`config.mk`:
```
export PLATFORM = sky130hd
export DESIGN_NAME = hce_charge_emulation
export DESIGN_NICKNAME = d
export VERILOG_FILES = /design/src/rtl/hce_pkg.sv /design/src/rtl/hce_sync_if.sv /design/src/rtl/hce_pin_sync.sv /design/src/rtl/hce_charge_emulation.sv
export SDC_FILE = /design/constraint.sdc
export NUM_CORES = 1
export LEC_CHECK = 0
export ABC_AREA = 0
export BUFFER_PORTS_ARGS = -buffer_cell sky130_fd_sc_hd__buf_2
export CORE_ASPECT_RATIO = 0.6
export CORE_MARGIN = 2
export CORE_UTILIZATION = 50
export CTS_CLUSTER_SIZE = 30
export DETAILED_ROUTE_END_ITERATION = 12
export PLACE_DENSITY = 0.69
export SLEW_MARGIN = 20
export SYNTH_ARGS = -nofsm -noshare
export SYNTH_HDL_FRONTEND = slang
export SYNTH_SLANG_ARGS = --single-unit
```
`constraint.sdc`:
```
create_clock -name CLK -period 3.2 [get_ports CLK]
set_input_delay 0.8 -clock CLK [delete_from_list [all_inputs] [get_ports CLK]]
set_output_delay 0.8 -clock CLK [all_outputs]
set_load 0.05 [all_outputs]
```
`src/rtl/hce_pkg.sv`:
```
// Package: constants and types for the host charge emulation block
package hce_pkg;

    // ========================================================================
    // Mode field encodings
    // ========================================================================
    localparam logic [1:0] HCE_MODE_PASS    = 2'h0;   // High-speed pass-through
    localparam logic [1:0] HCE_MODE_CDP     = 2'h1;   // Automatic CDP
    localparam logic [1:0] HCE_MODE_DCP_2A4 = 2'h2;   // Automatic DCP, 2.4A bias
    localparam logic [1:0] HCE_MODE_DCP_1A0 = 2'h3;   // Automatic DCP, 1.0A bias
    localparam logic [1:0] HCE_MODE_RESET   = HCE_MODE_PASS;  // Startup value

    // ========================================================================
    // Timing
    // ========================================================================
    localparam int HCE_CLK_HZ      = 50000000;        // System clock rate
    localparam int HCE_IDLE_MS     = 500;             // Bus inactivity exit time
    localparam int HCE_IDLE_CYCLES = HCE_CLK_HZ / 1000 * HCE_IDLE_MS;

    // ========================================================================
    // Automatic CDP states
    // ========================================================================
    typedef enum logic [2:0] {
        HCE_SIGNALING,      // Resting: pulldowns and sink on
        HCE_PRIMARY,        // Source on negative line
        HCE_SECONDARY,      // Source off, nothing on positive line
        HCE_WAIT_ENUM,      // Waiting for enumeration level
        HCE_SESSION         // Data switches closed
    } hce_state_t;

endpackage : hce_pkg

```
`src/rtl/hce_sync_if.sv`:
```
// Interface: synchronised comparator levels passed to the CDP engine
`timescale 1ns/100ps
`default_nettype none
interface hce_sync_if;
    logic dp_src_seen;   // 0.6V seen on positive line
    logic dm_src_seen;   // 0.6V seen on negative line
    logic enum_seen;     // 1.6V seen on either line
    logic bus_active;    // Traffic activity on the bus
    modport src (output dp_src_seen, output dm_src_seen, output enum_seen, output bus_active);
    modport dst (input dp_src_seen, input dm_src_seen, input enum_seen, input bus_active);
endinterface : hce_sync_if
`default_nettype wire

```
`src/rtl/hce_pin_sync.sv`:
```
// Module: two-stage synchronisers for the analogue comparator outputs
`timescale 1ns/100ps
`default_nettype none
module hce_pin_sync
    import hce_pkg::*;
(
    input  wire logic clk,           // System clock
    input  wire logic rst,           // Asynchronous reset, high
    input  wire logic dp_src_raw,    // Raw 0.6V comparator, positive line
    input  wire logic dm_src_raw,    // Raw 0.6V comparator, negative line
    input  wire logic dp_enum_raw,   // Raw 1.6V comparator, positive line
    input  wire logic dm_enum_raw,   // Raw 1.6V comparator, negative line
    input  wire logic activity_raw,  // Raw bus activity detector
    hce_sync_if.src   lv             // Synchronised levels
);
    // ========================================================================
    // Two flops per input; only the second stage is read
    // ========================================================================
    logic [4:0] stage1;  // First stage
    logic [4:0] stage2;  // Second stage

    // Synchroniser chain
    always_ff @(posedge clk or posedge rst)
    begin
        if (rst)
        begin
            stage1 <= 5'h00;
            stage2 <= 5'h00;
        end
        else
        begin
            stage1 <= {activity_raw, dm_enum_raw, dp_enum_raw, dm_src_raw, dp_src_raw};
            stage2 <= stage1;
        end
    end

    assign lv.dp_src_seen = stage2[0];
    assign lv.dm_src_seen = stage2[1];
    assign lv.enum_seen   = stage2[2] | stage2[3];
    assign lv.bus_active  = stage2[4];
endmodule : hce_pin_sync
`default_nettype wire

```
`src/rtl/hce_charge_emulation.sv`:
```
// Module: host charge emulation switch control and automatic CDP engine
`timescale 1ns/100ps
`default_nettype none
module hce_charge_emulation
    import hce_pkg::*;
#(
    parameter int IDLE_CYCLES = HCE_IDLE_CYCLES   // Inactivity limit in clocks
)
(
    input  wire logic       CLK,                      // 50 MHz clock
    input  wire logic       SYS_RST,                  // Async reset, high
    input  wire logic       FAULT_RESET,              // Fault: force off and reset
    input  wire logic       HIGHVOLT_SIDE_ENABLE,     // Pin, synchronised here
    input  wire logic       MODE_WR,                  // Mode write strobe
    input  wire logic [1:0] MODE_WDATA,               // Mode write data
    input  wire logic       DP_SRC_CMP,               // 0.6V comparator, positive
    input  wire logic       DM_SRC_CMP,               // 0.6V comparator, negative
    input  wire logic       DP_ENUM_CMP,              // 1.6V comparator, positive
    input  wire logic       DM_ENUM_CMP,              // 1.6V comparator, negative
    input  wire logic       BUS_ACTIVITY,             // Bus traffic detector
    output logic [1:0]      CHARGE_EMULATION_SELECT,  // Current mode field
    output logic            DATA_PATH_SWITCH,         // Data switches closed
    output logic            DETECT_PATH_SWITCH,       // Detection switches closed
    output logic            DATA_PULLDOWNS,           // 19k pulldowns on both lines
    output logic            DATA_CURRENT_SINK,        // Sink on positive line
    output logic            DATA_VOLTAGE_SOURCE,      // 0.6V on negative line
    output logic            DCP_BIAS_2A4,             // DCP bias select
    output logic            CDP_SESSION               // In session state
);
    // ========================================================================
    // Declarations
    // ========================================================================
    hce_sync_if  lv ();                // Synchronised levels
    hce_state_t  state;                // CDP engine state
    hce_state_t  next_state;           // Next engine state
    logic [1:0]  mode;                 // Mode field
    logic        en_s1;                // Enable sync stage one
    logic        en_s2;                // Enable sync stage two
    logic [31:0] idle_cnt;             // Inactivity counter
    logic        idle_done;            // Inactivity limit reached
    logic        blk_rst;              // Engine reset: fault, off or any mode other than CDP
    logic        cdp_on;               // CDP mode selected and enabled

    // ========================================================================
    // Input synchronisers
    // ========================================================================
    hce_pin_sync u_sync (
        .clk          (CLK),
        .rst          (SYS_RST),
        .dp_src_raw   (DP_SRC_CMP),
        .dm_src_raw   (DM_SRC_CMP),
        .dp_enum_raw  (DP_ENUM_CMP),
        .dm_enum_raw  (DM_ENUM_CMP),
        .activity_raw (BUS_ACTIVITY),
        .lv           (lv.src)
    );

    // Enable pin synchroniser
    always_ff @(posedge CLK or posedge SYS_RST)
    begin
        if (SYS_RST)
        begin
            en_s1 <= 1'b0;
            en_s2 <= 1'b0;
        end
        else
        begin
            en_s1 <= HIGHVOLT_SIDE_ENABLE;
            en_s2 <= en_s1;
        end
    end

    // ========================================================================
    // Mode field
    // ========================================================================
    // Reset value pass-through; writes accepted at any time
    always_ff @(posedge CLK or posedge SYS_RST)
    begin
        if (SYS_RST)
            mode <= HCE_MODE_RESET;
        else if (MODE_WR)
            mode <= MODE_WDATA;
    end

    assign CHARGE_EMULATION_SELECT = mode;
    // Engine is independent of attach status; faults, a low enable and any mode other than CDP reset it
    assign blk_rst = FAULT_RESET | ~en_s2 | (mode != HCE_MODE_CDP);
    assign cdp_on  = en_s2 & (mode == HCE_MODE_CDP);

    // ========================================================================
    // Inactivity counter
    // ========================================================================
    // Counts silent cycles while in session; activity restarts it
    always_ff @(posedge CLK or posedge SYS_RST)
    begin
        if (SYS_RST)
            idle_cnt <= 32'h0;
        else if (state != HCE_SESSION || lv.bus_active)
            idle_cnt <= 32'h0;
        else if (!idle_done)
            idle_cnt <= idle_cnt + 32'h1;
    end

    assign idle_done = (idle_cnt >= 32'(IDLE_CYCLES - 1));

    // ========================================================================
    // CDP engine
    // ========================================================================
    // Next-state logic
    always_comb
    begin
        next_state = state;
        case (state)
            HCE_SIGNALING:
                if (lv.dp_src_seen)
                    next_state = HCE_PRIMARY;
            HCE_PRIMARY:
                if (!lv.dp_src_seen)
                    next_state = HCE_SECONDARY;
            HCE_SECONDARY:
                if (lv.dm_src_seen)
                    next_state = HCE_WAIT_ENUM;
            HCE_WAIT_ENUM:
                if (lv.enum_seen)
                    next_state = HCE_SESSION;
            HCE_SESSION:
                if (idle_done)
                    next_state = HCE_SIGNALING;
            default:
                next_state = HCE_SIGNALING;
        endcase
    end

    // State register, self-advancing
    always_ff @(posedge CLK or posedge SYS_RST)
    begin
        if (SYS_RST)
            state <= HCE_SIGNALING;
        else if (blk_rst)
            state <= HCE_SIGNALING;
        else
            state <= next_state;
    end

    // ========================================================================
    // Switch and analogue controls
    // ========================================================================
    // Registered outputs decoded from mode and state
    always_ff @(posedge CLK or posedge SYS_RST)
    begin
        if (SYS_RST)
        begin
            DATA_PATH_SWITCH    <= 1'b0;
            DETECT_PATH_SWITCH  <= 1'b0;
            DATA_PULLDOWNS      <= 1'b0;
            DATA_CURRENT_SINK   <= 1'b0;
            DATA_VOLTAGE_SOURCE <= 1'b0;
            DCP_BIAS_2A4        <= 1'b0;
            CDP_SESSION         <= 1'b0;
        end
        else if (!en_s2 || FAULT_RESET)
        begin
            // Everything open
            DATA_PATH_SWITCH    <= 1'b0;
            DETECT_PATH_SWITCH  <= 1'b0;
            DATA_PULLDOWNS      <= 1'b0;
            DATA_CURRENT_SINK   <= 1'b0;
            DATA_VOLTAGE_SOURCE <= 1'b0;
            DCP_BIAS_2A4        <= 1'b0;
            CDP_SESSION         <= 1'b0;
        end
        else
        begin
            DATA_PATH_SWITCH    <= (mode == HCE_MODE_PASS)
                                   || (cdp_on && state == HCE_SESSION);
            DETECT_PATH_SWITCH  <= (mode[1] == 1'b1)
                                   || (cdp_on && state != HCE_SESSION);
            DATA_PULLDOWNS      <= cdp_on && state != HCE_SESSION;
            DATA_CURRENT_SINK   <= cdp_on && state != HCE_SESSION;
            // Source only during primary; off again for secondary
            DATA_VOLTAGE_SOURCE <= cdp_on && state == HCE_PRIMARY;
            DCP_BIAS_2A4        <= (mode == HCE_MODE_DCP_2A4);
            CDP_SESSION         <= cdp_on && state == HCE_SESSION;
        end
    end
endmodule : hce_charge_emulation
`default_nettype wire

```
Yosys cells after proc, flatten, opt, wreduce, memory -nomap -nowiden --
Cells that the tools add are included.
Storage, ports and cells: register bits after elaboration 55, bits of input ports 12, output and inout port bits 9, word-level logic and storage cells 60
Operators by class: add/sub/neg operators 1, $lt $le $gt $ge 1, eq/ne operators 14, muxes and demuxes 15, bitwise operators 5, reductions and logical operators 11
Operators with widths (number):
- two-way mux 32 bit | 2
- adder 32 x 1 -> 32 bit, second input constant | 1
- >= comparator 32 x 25 -> 1 bit, second input constant | 1
- two-way mux 3 bit | 6
- case mux 3 bit (5 select lines) | 1
- != test 3 bit, second input constant | 4
- == test 3 x 2 -> 1 bit, second input constant | 2
- two-way mux 1 bit | 6
- != test 3 x 2 -> 1 bit, second input constant | 2
- AND reduction 5 bit | 1
- logical OR 1 bit | 4
- != test 2 x 1 -> 1 bit, second input constant | 2
- == test 3 x 1 -> 1 bit, second input constant | 1
- == test 3 bit, second input constant | 1
- logical AND 1 bit | 3
- zero test 3 bit | 1
- bitwise OR 1 bit | 3
- == test 2 x 1 -> 1 bit, second input constant | 1
- == test 2 bit, second input constant | 1
- zero test 2 bit | 1
- bitwise AND 1 bit | 1
- zero test 1 bit | 1
- inverter 1 bit | 1

Longest topological paths before layout --
Gate-level depths: netlist (run 1).
word-level depth 5, depth in mapped cells 8, depth with buffers taken out 6

By module --
From an unflattened synthesis (run 1), not the netlist that was laid out.
Unflattened totals: cell total of the unflattened synthesis 242, area total of the unflattened synthesis 2488.6 µm²
Modules (own cells, without submodules):
- hce_charge_emulation | times used 1, cells each 230, area an instance 2228.4 µm², sequential area each 1126.1 µm²
- hce_pin_sync | times used 1, cells each 12, area an instance 260.2 µm², sequential area each 250.2 µm²

Least setup slack after synthesis (run 1) --
OpenSTA, ideal clock, no wires.
kind register to register, from register idle_cnt[31], to register idle_cnt[11], setup time 77 ps, data arrival time 1782 ps, data required time 3123 ps, slack 1340 ps, stages on the path, launching flop included 8, buffers on the path 2, clock period less this slack 1860 ps, path through dfrtp_1 > nor4_2 > and3_1 > buf_6 > nand4_4 > buf_6 > or4_1 > a21oi_1
Between the ends: word-level cells in the longest chain between the ends 2
RTL lines:
- start, declared | line hce_charge_emulation.sv:39 | logic [31:0] idle_cnt;
- start signal, assigned | line hce_charge_emulation.sv:101 | idle_cnt <= idle_cnt + 32'h1;
- >= comparator 32 x 25 -> 1 bit | line hce_charge_emulation.sv:104 | assign idle_done = (idle_cnt >= 32'(IDLE_CYCLES - 1));
- != test 2 x 1 -> 1 bit (no source line)
No other way between the ends. A chain may end at the register's enable or synchronous reset.

Final worst setup path (run 1) --
from register idle_cnt[18], to register state[2]
Between the ends: word-level cells in the longest chain between the ends 3
RTL lines:
- >= comparator 32 x 25 -> 1 bit | line hce_charge_emulation.sv:104
- != test 3 bit (no source line)
- AND reduction 5 bit (no source line)
- end signal, assigned | line hce_charge_emulation.sv:142 | state <= next_state;
- end, declared | line hce_charge_emulation.sv:34 | hce_state_t state;
No other way between the ends.

==> impl_results.rst, run 1 <==
.. list-table::
   :header-rows: 1

   * - Metric
     - Value
   * - Count of maximum capacitance violations
     - 0
   * - Via-to-Cell Ratio
     - 5.897
   * - Seq/Total Area, Yosys
     - 55.84%
   * - Clock latency at the later pin of the worst-skew pair
     - 0.31 ns
   * - Row count
     - 19
   * - DR top layer
     - met4
   * - Width of the die
     - 94.65 um
   * - Final weighted congestion in routability-driven placement
     - 0.7980
   * - Number of antenna cells inserted
     - 0
   * - HP Class
     - flip-flop to flip-flop
   * - Clock tree root buffer cell
     - sky130_fd_sc_hd__clkbuf_8
   * - Startpoint Class
     - flip-flop
   * - Transition time of the tightest slew-check pin
     - 0.9127 ns
   * - Number of optimization iterations in the first detailed-route pass
     - 4
   * - Average wire length per cell after detail routing
     - 15.24 um
   * - CTS buffer count
     - 5
   * - Kind of critical path
     - flip-flop to flip-flop
   * - Pre-CTS worst setup slack
     - 0.9682 ns
   * - Global-route congestion overflow total
     - 0
   * - Clock tree from TritonCTS
     - built
   * - Number of failing hold endpoints at the final stage
     - 0
   * - Detail Route met3 WL
     - 213 um
   * - Critical Path RT
     - 3.40 ns
   * - Worst endpoint data arrival time
     - 2.46 ns
   * - Pwr dens
     - 478.4 nW/um2
   * - Mean post-synth cell area
     - 10.81 um2
   * - Count of cells along the worst hold path
     - 0
   * - Number of DRC violations after detailed routing
     - 0
   * - Clock Skews
     - 0.006406 ns
   * - Sum of routed wire length over all layers
     - 4740 um
   * - Proportion of register bits with asynchronous set or reset after synthesis
     - 100.0%
   * - Warnings, synthesis
     - 0
   * - Clock sink count
     - 55
   * - Syn Nets
     - 241
   * - Vias in the first global route
     - 1,631
   * - Die height
     - 58.39 um
   * - Post-synthesis cell area
     - 2465 um2
   * - Area growth, synth to finish
     - 10.30%
   * - Unique masters post-synth
     - 42
   * - Routed Antenna Nets
     - 0
   * - Seq cells post-synth
     - 55
   * - Post-CTS Hold Fix Bufs
     - 0
   * - Final-layout worst hold slack
     - 0.3558 ns
   * - GRT Total Usage
     - 19.28%
   * - Worst r2r path cells
     - 5
   * - Final setup violation count
     - 0
   * - Setup repair after global routing missed its margin
     - no
   * - Met1 Routed Length
     - 2591 um
   * - Worst relative slew slack
     - 39.16%
   * - Max Slew Vio Count
     - 0
   * - Met2 routed wirelength
     - 1876 um
   * - Starting density of the core
     - 52.90%
   * - Status
     - finished clean
   * - Minimum setup slack among reg-to-reg paths
     - 0.95 ns
   * - First-pass GRT wire length
     - 8024 um
   * - Net count, final
     - 260
   * - Largest fanout on the critical path
     - 26
   * - IO Pins
     - 21
   * - Initial antenna violation count
     - 0
   * - Finished Layout Cells
     - 311
   * - Proportion of layout cells with a drive suffix above 1
     - 16.53%
   * - Level count of the clock H-tree
     - 2
   * - Floorplan die area
     - 5526 um2
   * - VDD IR max
     - 0.3483 mV
   * - Pin count of the biggest net entering global routing
     - 35
   * - Port-buffer cells
     - 20
   * - Worst path setup slack after routing
     - 0.9454 ns
   * - Cells after Synth
     - 228
   * - Leakage power of the design
     - 1.150 nW
   * - Category of the worst setup path capture point
     - flip-flop
   * - Post-layout min period
     - 2.255 ns
   * - Placed instance count
     - 303
   * - Clock slew at the register clock pins of the worst setup and hold paths
     - 0.09 ns
   * - Iteration-0 DRC count of the detailed router
     - 70
   * - Achievable frequency
     - 443.5 MHz
   * - Detailed-placement wirelength estimate
     - 3424 um
   * - Number of post-CTS setup repair buffers
     - 0
   * - Part of the cycle the worst path needs
     - 70.46%
   * - Number of vias after detailed routing
     - 1,834
   * - Cells resized by post-CTS repair
     - 0
   * - Most instantiated flip-flop cell in the synthesis netlist
     - sky130_fd_sc_hd__dfrtp_1
   * - Maximum number of buffers from clock root to sink
     - 2
   * - Total core area
     - 4659 um2
   * - Number of synthesized flops with an enable pin
     - 0
   * - Post-route setup TNS
     - 0 ns
[flip-flops by register name (all words and copies together), names as in the netlist, 2 cells and up]
register,count
idle_cnt,32
u_sync.stage1,5
CHARGE_EMULATION_SELECT,2
state,3
u_sync.stage2,5
[kinds of logic (layout without fill, tap and decap cells)]
group | after synthesis | in the layout | synth area share (%)
adders and majority gates | 1 | 1 | 0.5075
xor gates and xnor gates | 2 | 2 | 0.7108
muxes | 4 | 4 | 1.726
AOI/OAI and AO/OA | 54 | 54 | 14.67
DFF | 55 | 55 | 55.84
and+or+nand+nor | 96 | 96 | 22.69
buffers and inverters | 16 | 36 | 3.857
[worst max-delay path, stage by stage, from the launching register on]
cell,delay (ns)
sky130_fd_sc_hd__dfrtp_1,0.44
sky130_fd_sc_hd__and3_1,0.21
sky130_fd_sc_hd__nand3_1,0.26
sky130_fd_sc_hd__a311oi_4,0.83
sky130_fd_sc_hd__nor2_1,0.16
sky130_fd_sc_hd__a32o_1,0.25
[power by group]
part	internal [mW]	switching (mW)
registers	0.707	0.00667
clock network	0.313	0.218
logic	0.0145	0.0413
total	1.03	0.266
[layer usage]
| metal | global-route usage, % | up-vias |
|---|---|---|
| met5 | 0 | - |
| met4 | 7.039 | 0 |
| li1 | - | 882 |
| met3 | 4.866 | 7 |
| met2 | 24.52 | 38 |
| met1 | 31.21 | 907 |
[metrics by stage]
stage	area [um2]	utilization (%)	power, mW
3_3_place_gp	2586	55.50	0.7834
2_1_floorplan	2465	-	0.7636
4_1_cts	2719	58.35	1.314
6_report	2719	58.35	1.301
3_5_place_dp	2586	55.50	0.7852
5_1_grt	2719	58.35	1.349
[worst paths after layout]
check                                      start                end
worst min register to register  u_sync.stage1[4]   u_sync.stage2[4]
max in group asynchronous                SYS_RST       idle_cnt[15]
worst max register to register      idle_cnt[18]           state[2]
worst min-delay path            u_sync.stage1[4]   u_sync.stage2[4]
min in group asynchronous                SYS_RST  DATA_CURRENT_SINK
worst max-delay path                idle_cnt[18]           state[2]
[placed cells by master (no fill, tap or decap), types with 4 or more instances in the layout]
cell type	synthesis	final
sky130_fd_sc_hd__dfrtp_1	55	55
sky130_fd_sc_hd__nor2_1	12	12
sky130_fd_sc_hd__and3_1	6	6
sky130_fd_sc_hd__a21oi_1	20	20
sky130_fd_sc_hd__nand3_1	11	11
sky130_fd_sc_hd__clkbuf_8	0	5
sky130_fd_sc_hd__or3_1	9	9
sky130_fd_sc_hd__or4_1	12	12
sky130_fd_sc_hd__nand4_1	4	4
sky130_fd_sc_hd__and2_1	9	9
sky130_fd_sc_hd__buf_2	1	20
sky130_fd_sc_hd__nand2_1	17	17
sky130_fd_sc_hd__o31ai_1	11	11
sky130_fd_sc_hd__o21ai_0	11	11
sky130_fd_sc_hd__inv_1	6	5
sky130_fd_sc_hd__nor3_1	4	4
[Yosys cell counts, types with 6 or more instances]
cell / number / area (um2)
sky130_fd_sc_hd__a21oi_1: 20 / 100.1
sky130_fd_sc_hd__and2_1: 9 / 56.30
sky130_fd_sc_hd__and3_1: 6 / 37.54
sky130_fd_sc_hd__dfrtp_1: 55 / 1376
sky130_fd_sc_hd__inv_1: 6 / 22.52
sky130_fd_sc_hd__nand2_1: 17 / 63.81
sky130_fd_sc_hd__nand3_1: 11 / 55.05
sky130_fd_sc_hd__nor2_1: 12 / 45.04
sky130_fd_sc_hd__o21ai_0: 11 / 55.05
sky130_fd_sc_hd__o31ai_1: 11 / 82.58
sky130_fd_sc_hd__or3_1: 9 / 56.30
sky130_fd_sc_hd__or4_1: 12 / 90.09
[cell type report]
type                       instances  area (um2)
multi-input combinational        157       993.5
inverter                           6       22.52
fill                             406        1941
timing repair buffer              22       115.1
tap                               63       78.83
clock buffer                       6       72.57
clock inverter                     2       60.06
sequential                        55        1376
(Power assumes the default switching activity.)
==> run 2, diff against run 1 <==
--- a/config.mk
+++ b/config.mk
@@ -5,14 +5,14 @@
 export SDC_FILE = /design/constraint.sdc
 export NUM_CORES = 1
 export LEC_CHECK = 0
-export ABC_AREA = 0
+export ABC_AREA = 1
 export BUFFER_PORTS_ARGS = -buffer_cell sky130_fd_sc_hd__buf_2
 export CORE_ASPECT_RATIO = 0.6
 export CORE_MARGIN = 2
 export CORE_UTILIZATION = 50
 export CTS_CLUSTER_SIZE = 30
 export DETAILED_ROUTE_END_ITERATION = 12
-export PLACE_DENSITY = 0.69
+export PLACE_DENSITY = 0.68
 export SLEW_MARGIN = 20
 export SYNTH_ARGS = -nofsm -noshare
 export SYNTH_HDL_FRONTEND = slang
==> constraint.sdc (replaced) <==
create_clock -name CLK -period 2.3 [get_ports CLK]
set_input_delay 0.575 -clock CLK [delete_from_list [all_inputs] [get_ports CLK]]
set_output_delay 0.575 -clock CLK [all_outputs]
set_load 0.05 [all_outputs]
==> run 2 against run 1 <==
Effect of this change: sequential power is 39% higher; die area is 13% higher; clock power is 19% higher; power is 32% higher; non-clock buffer count is 1 higher; clock-buffer cell count is 1 lower; area after synthesis is 14% higher; core utilization is 2.0 points lower; critical path depth is 7 higher; synthesized cell count is 57% higher; first-iteration DRC count grew to 3.4 times the previous value; fmax is 8.0% higher; critical path type unchanged; critical endpoint is now idle_cnt[20]; highest routed layer unchanged.
==> impl_results.rst, run 2 <==
.. list-table::
   :header-rows: 1

   * - Metric
     - Value
   * - Status
     - finished clean
   * - Clock sink count
     - 55 (unchanged)
   * - Maximum number of buffers from clock root to sink
     - 2 (unchanged)
   * - Unique masters post-synth
     - 33 (-21%)
   * - Clock latency at the later pin of the worst-skew pair
     - 0.31 ns (about the same)
   * - Detailed-placement wirelength estimate
     - 4863 um (+42%)
   * - Initial antenna violation count
     - 0 (unchanged)
   * - Number of optimization iterations in the first detailed-route pass
     - 5 (+1)
   * - Proportion of layout cells with a drive suffix above 1
     - 14.32% (-2.2 points)
   * - Mean post-synth cell area
     - 7.838 um2 (-27%)
   * - Level count of the clock H-tree
     - 2 (unchanged)
   * - Total core area
     - 5492 um2 (+18%)
   * - Register bank with the most flops
     - idle_cnt
   * - Floorplan die area
     - 6264 um2 (+13%)
   * - Part of the cycle the worst path needs
     - 90.80% (+20 points)
   * - Final standard cell utilization of the core
     - 56.39% (-2.0 points)
   * - IO Pins
     - 21 (unchanged)
   * - Post-route setup TNS
     - 0 ns (unchanged)
   * - Most used standard cell by instance count after synthesis
     - sky130_fd_sc_hd__nand2_1
   * - Most instantiated flip-flop cell in the synthesis netlist
     - sky130_fd_sc_hd__dfrtp_1
   * - CTS buffer count
     - 5 (unchanged)
   * - Most common library cell in the layout ignoring fill and taps
     - sky130_fd_sc_hd__nand2_1
   * - Clock tree from TritonCTS
     - built
   * - Global-route congestion overflow total
     - 0 (unchanged)
   * - Vias in the first global route
     - 2,129 (+31%)
   * - Seq/Total Area, Yosys
     - 48.91% (-6.9 points)
   * - Number of DRC violations after detailed routing
     - 0 (unchanged)
   * - HP Class
     - input port to asynchronous set/reset pin
   * - GRT Total Usage
     - 22.05% (+2.8 points)
   * - Share of Yosys cell area claimed by the top area cell type
     - 48.91% (-6.9 points)
   * - Fillcell total
     - 501 (+23%)
   * - Count of maximum capacitance violations
     - 0 (unchanged)
   * - Seq cells post-synth
     - 55 (unchanged)
   * - Minimum setup slack among reg-to-reg paths
     - 0.21 ns (-0.73 ns)
   * - First-pass GRT wire length
     - 10,700 um (+33%)
   * - Kind of critical path
     - flip-flop to flip-flop
   * - Leakage power of the design
     - 1.474 nW (+28%)
   * - Setup repair after global routing missed its margin
     - no
   * - Clock slew at the register clock pins of the worst setup and hold paths
     - 0.10 ns (about the same)
   * - Average wire length per cell after detail routing
     - 13.98 um (-8.3%)
   * - Max Slew Vio Count
     - 0 (unchanged)
   * - Number of post-CTS setup repair buffers
     - 0 (unchanged)
   * - Number of vias after detailed routing
     - 2,363 (+29%)
   * - Post-synthesis cell area
     - 2814 um2 (+14%)
   * - Port-buffer cells
     - 20 (unchanged)
   * - Final setup violation count
     - 0 (unchanged)
   * - Iteration-0 DRC count of the detailed router
     - 240 (+240%)
   * - Cells after Synth
     - 359 (+57%)
   * - Most frequent cells in the layout
     - 93 x sky130_fd_sc_hd__nand2_1, 57 x sky130_fd_sc_hd__nor2_1, 54 x sky130_fd_sc_hd__dfrtp_1
   * - Clock Skews
     - 0.009538 ns (+0.003132 ns)
   * - Width of the die
     - 100.9 um (+6.6%)
   * - Largest fanout on the critical path
     - 19 (-27%)
   * - Top cell types by occurrence after synthesis
     - 93 x sky130_fd_sc_hd__nand2_1, 57 x sky130_fd_sc_hd__nor2_1, 55 x sky130_fd_sc_hd__dfrtp_1, 44 x sky130_fd_sc_hd__inv_1, 29 x sky130_fd_sc_hd__nand3_1
   * - Warnings, synthesis
     - 0 (unchanged)
   * - Achievable frequency
     - 478.8 MHz (+8.0%)
   * - Registers with the most flip-flops
     - idle_cnt x32, u_sync.stage1 x5, u_sync.stage2 x5
   * - Category of the worst setup path capture point
     - flip-flop
   * - Pin count of the biggest net entering global routing
     - 29 (-17%)
   * - Syn Nets
     - 372 (+54%)
   * - Routed Antenna Nets
     - 0 (unchanged)
   * - Number of synthesized flops with an enable pin
     - 0 (unchanged)
   * - Final weighted congestion in routability-driven placement
     - 1.032 (+29%)
   * - Number of antenna cells inserted
     - 0 (unchanged)
   * - Area growth, synth to finish
     - 10.05%
   * - Most area-hungry cell type in the Yosys netlist
     - sky130_fd_sc_hd__dfrtp_1
   * - Worst relative slew slack
     - 73.06% (+34 points)
   * - Worst endpoint data arrival time
     - 2.30 ns (-0.16 ns)
   * - Post-layout min period
     - 2.088 ns (-0.1661 ns)
   * - VDD IR max
     - 0.4352 mV (+25%)
   * - Die height
     - 62.11 um (+6.4%)
   * - Starting density of the core
     - 51.24% (-1.7 points)
   * - Transition time of the tightest slew-check pin
     - 0.4010 ns (-0.5116 ns)
   * - Clock tree root buffer cell
     - sky130_fd_sc_hd__clkbuf_8
   * - Net count, final
     - 396 (+52%)
   * - Startpoint Class
     - flip-flop
   * - Max reg flops
     - 32 (unchanged)
   * - Proportion of register bits with asynchronous set or reset after synthesis
     - 100.0% (unchanged)
   * - Cell types occupying the most area after synthesis
     - sky130_fd_sc_hd__dfrtp_1 49%, sky130_fd_sc_hd__nand2_1 12%, sky130_fd_sc_hd__nor2_1 7.6%
   * - Number of failing hold endpoints at the final stage
     - 0 (unchanged)
   * - Via-to-Cell Ratio
     - 5.216 (-12%)
   * - Critical Path RT
     - 2.51 ns (-0.89 ns)
   * - Row count
     - 21 (+2)
   * - Pwr dens
     - 554.6 nW/um2 (+16%)
   * - Sum of routed wire length over all layers
     - 6333 um (+34%)
## run 2: cell count changes in the layout (fill, tap and decap cells not counted), moves of 9 or more
cell / previous run / this run
sky130_fd_sc_hd__a21oi_1: 20 / 5
sky130_fd_sc_hd__nand3_1: 11 / 29
sky130_fd_sc_hd__or4_1: 12 / 0
sky130_fd_sc_hd__and2_1: 9 / 0
sky130_fd_sc_hd__nand4_1: 4 / 13
sky130_fd_sc_hd__nor2_1: 12 / 57
sky130_fd_sc_hd__nand2_1: 17 / 93
sky130_fd_sc_hd__inv_1: 5 / 43
## run 2: through the flow
step	power, mW	cells	instance area [um2]	hold slack (ns)	worst slack [ns]
6_report	1.717	453	3097	0.1456	0.2115
3_3_place_gp	1.103	445	2983	0.3320	0.3045
4_1_cts	1.742	453	3095	0.1492	0.1712
3_5_place_dp	1.105	445	2983	0.3356	0.1882
5_1_grt	1.806	453	3097	0.1418	0.04315
2_1_floorplan	1.074	359	2814	0.3312	0.3821
## run 2: final timing paths
path                                   from                         end  cells past startpoint
setup reg to reg                idle_cnt[0]                idle_cnt[20]                     12
setup / recovery                idle_cnt[0]                idle_cnt[20]                     12
hold / removal                      SYS_RST  CHARGE_EMULATION_SELECT[0]                      2
min in group CLK           u_sync.stage1[4]            u_sync.stage2[4]                      0
max in group asynchronous           SYS_RST                idle_cnt[30]                      3
hold reg to reg            u_sync.stage1[4]            u_sync.stage2[4]                      0
## run 2: critical path, cell delays in order, from the launching register on
cell and delay, ns:
sky130_fd_sc_hd__dfrtp_2 0.44, sky130_fd_sc_hd__ha_1 0.23, sky130_fd_sc_hd__nand2_1 0.09, sky130_fd_sc_hd__nor2_1 0.17
sky130_fd_sc_hd__nand3_1 0.12, sky130_fd_sc_hd__nand2_1 0.09, sky130_fd_sc_hd__nand3_2 0.11, sky130_fd_sc_hd__nand2_4 0.17
sky130_fd_sc_hd__inv_4 0.14, sky130_fd_sc_hd__nor2_8 0.20, sky130_fd_sc_hd__inv_6 0.09, sky130_fd_sc_hd__nand2_1 0.08
sky130_fd_sc_hd__nand2_1 0.05
## run 2: layer usage
metal  global-route usage, %  routed length [um]  part of all wire [%]
met4                   4.623                  67                   1.1
met3                   5.068                 641                    10
met1                   38.06                3248                    51
met5                       0                   0                     0
met2                   27.00                2376                    38
## run 2: layout make-up
class | instances | area, um2 | share of cell area [%]
Timing Repair Buffer | 23 | 122.6 | 3.960
Tap cell | 69 | 86.33 | 2.788
Multi-Input combinational cell | 250 | 1210 | 39.07
Inverter | 48 | 187.7 | 6.061
Sequential cell | 55 | 1378 | 44.48
Clock inverter | 3 | 43.79 | 1.414
Clock buffer | 5 | 68.82 | 2.222
## run 2: timing repair
action,in CTS,in global routing
hold buffers,0,0
endpoints found under the hold margin,0,0
resized for setup,0,1
endpoints found under the setup margin,0,1
## run 2: where the power goes
part	switching, mW	total (mW)	internal, mW
Clock	0.310	0.634	0.324
Combinational	0.0657	0.0889	0.0233
Sequential	0.0106	0.995	0.984
## run 2: logic make-up after synthesis
| logic type | share of synthesized area, % |
|---|---|
| xor gates and xnor gates | 2.179 |
| and+or+nand+nor | 33.62 |
| adders and majority gates | 0.4446 |
| buffers and inverters | 8.093 |
| DFF | 48.91 |
| AOI/OAI and AO/OA | 6.358 |
| muxes | 0.4001 |
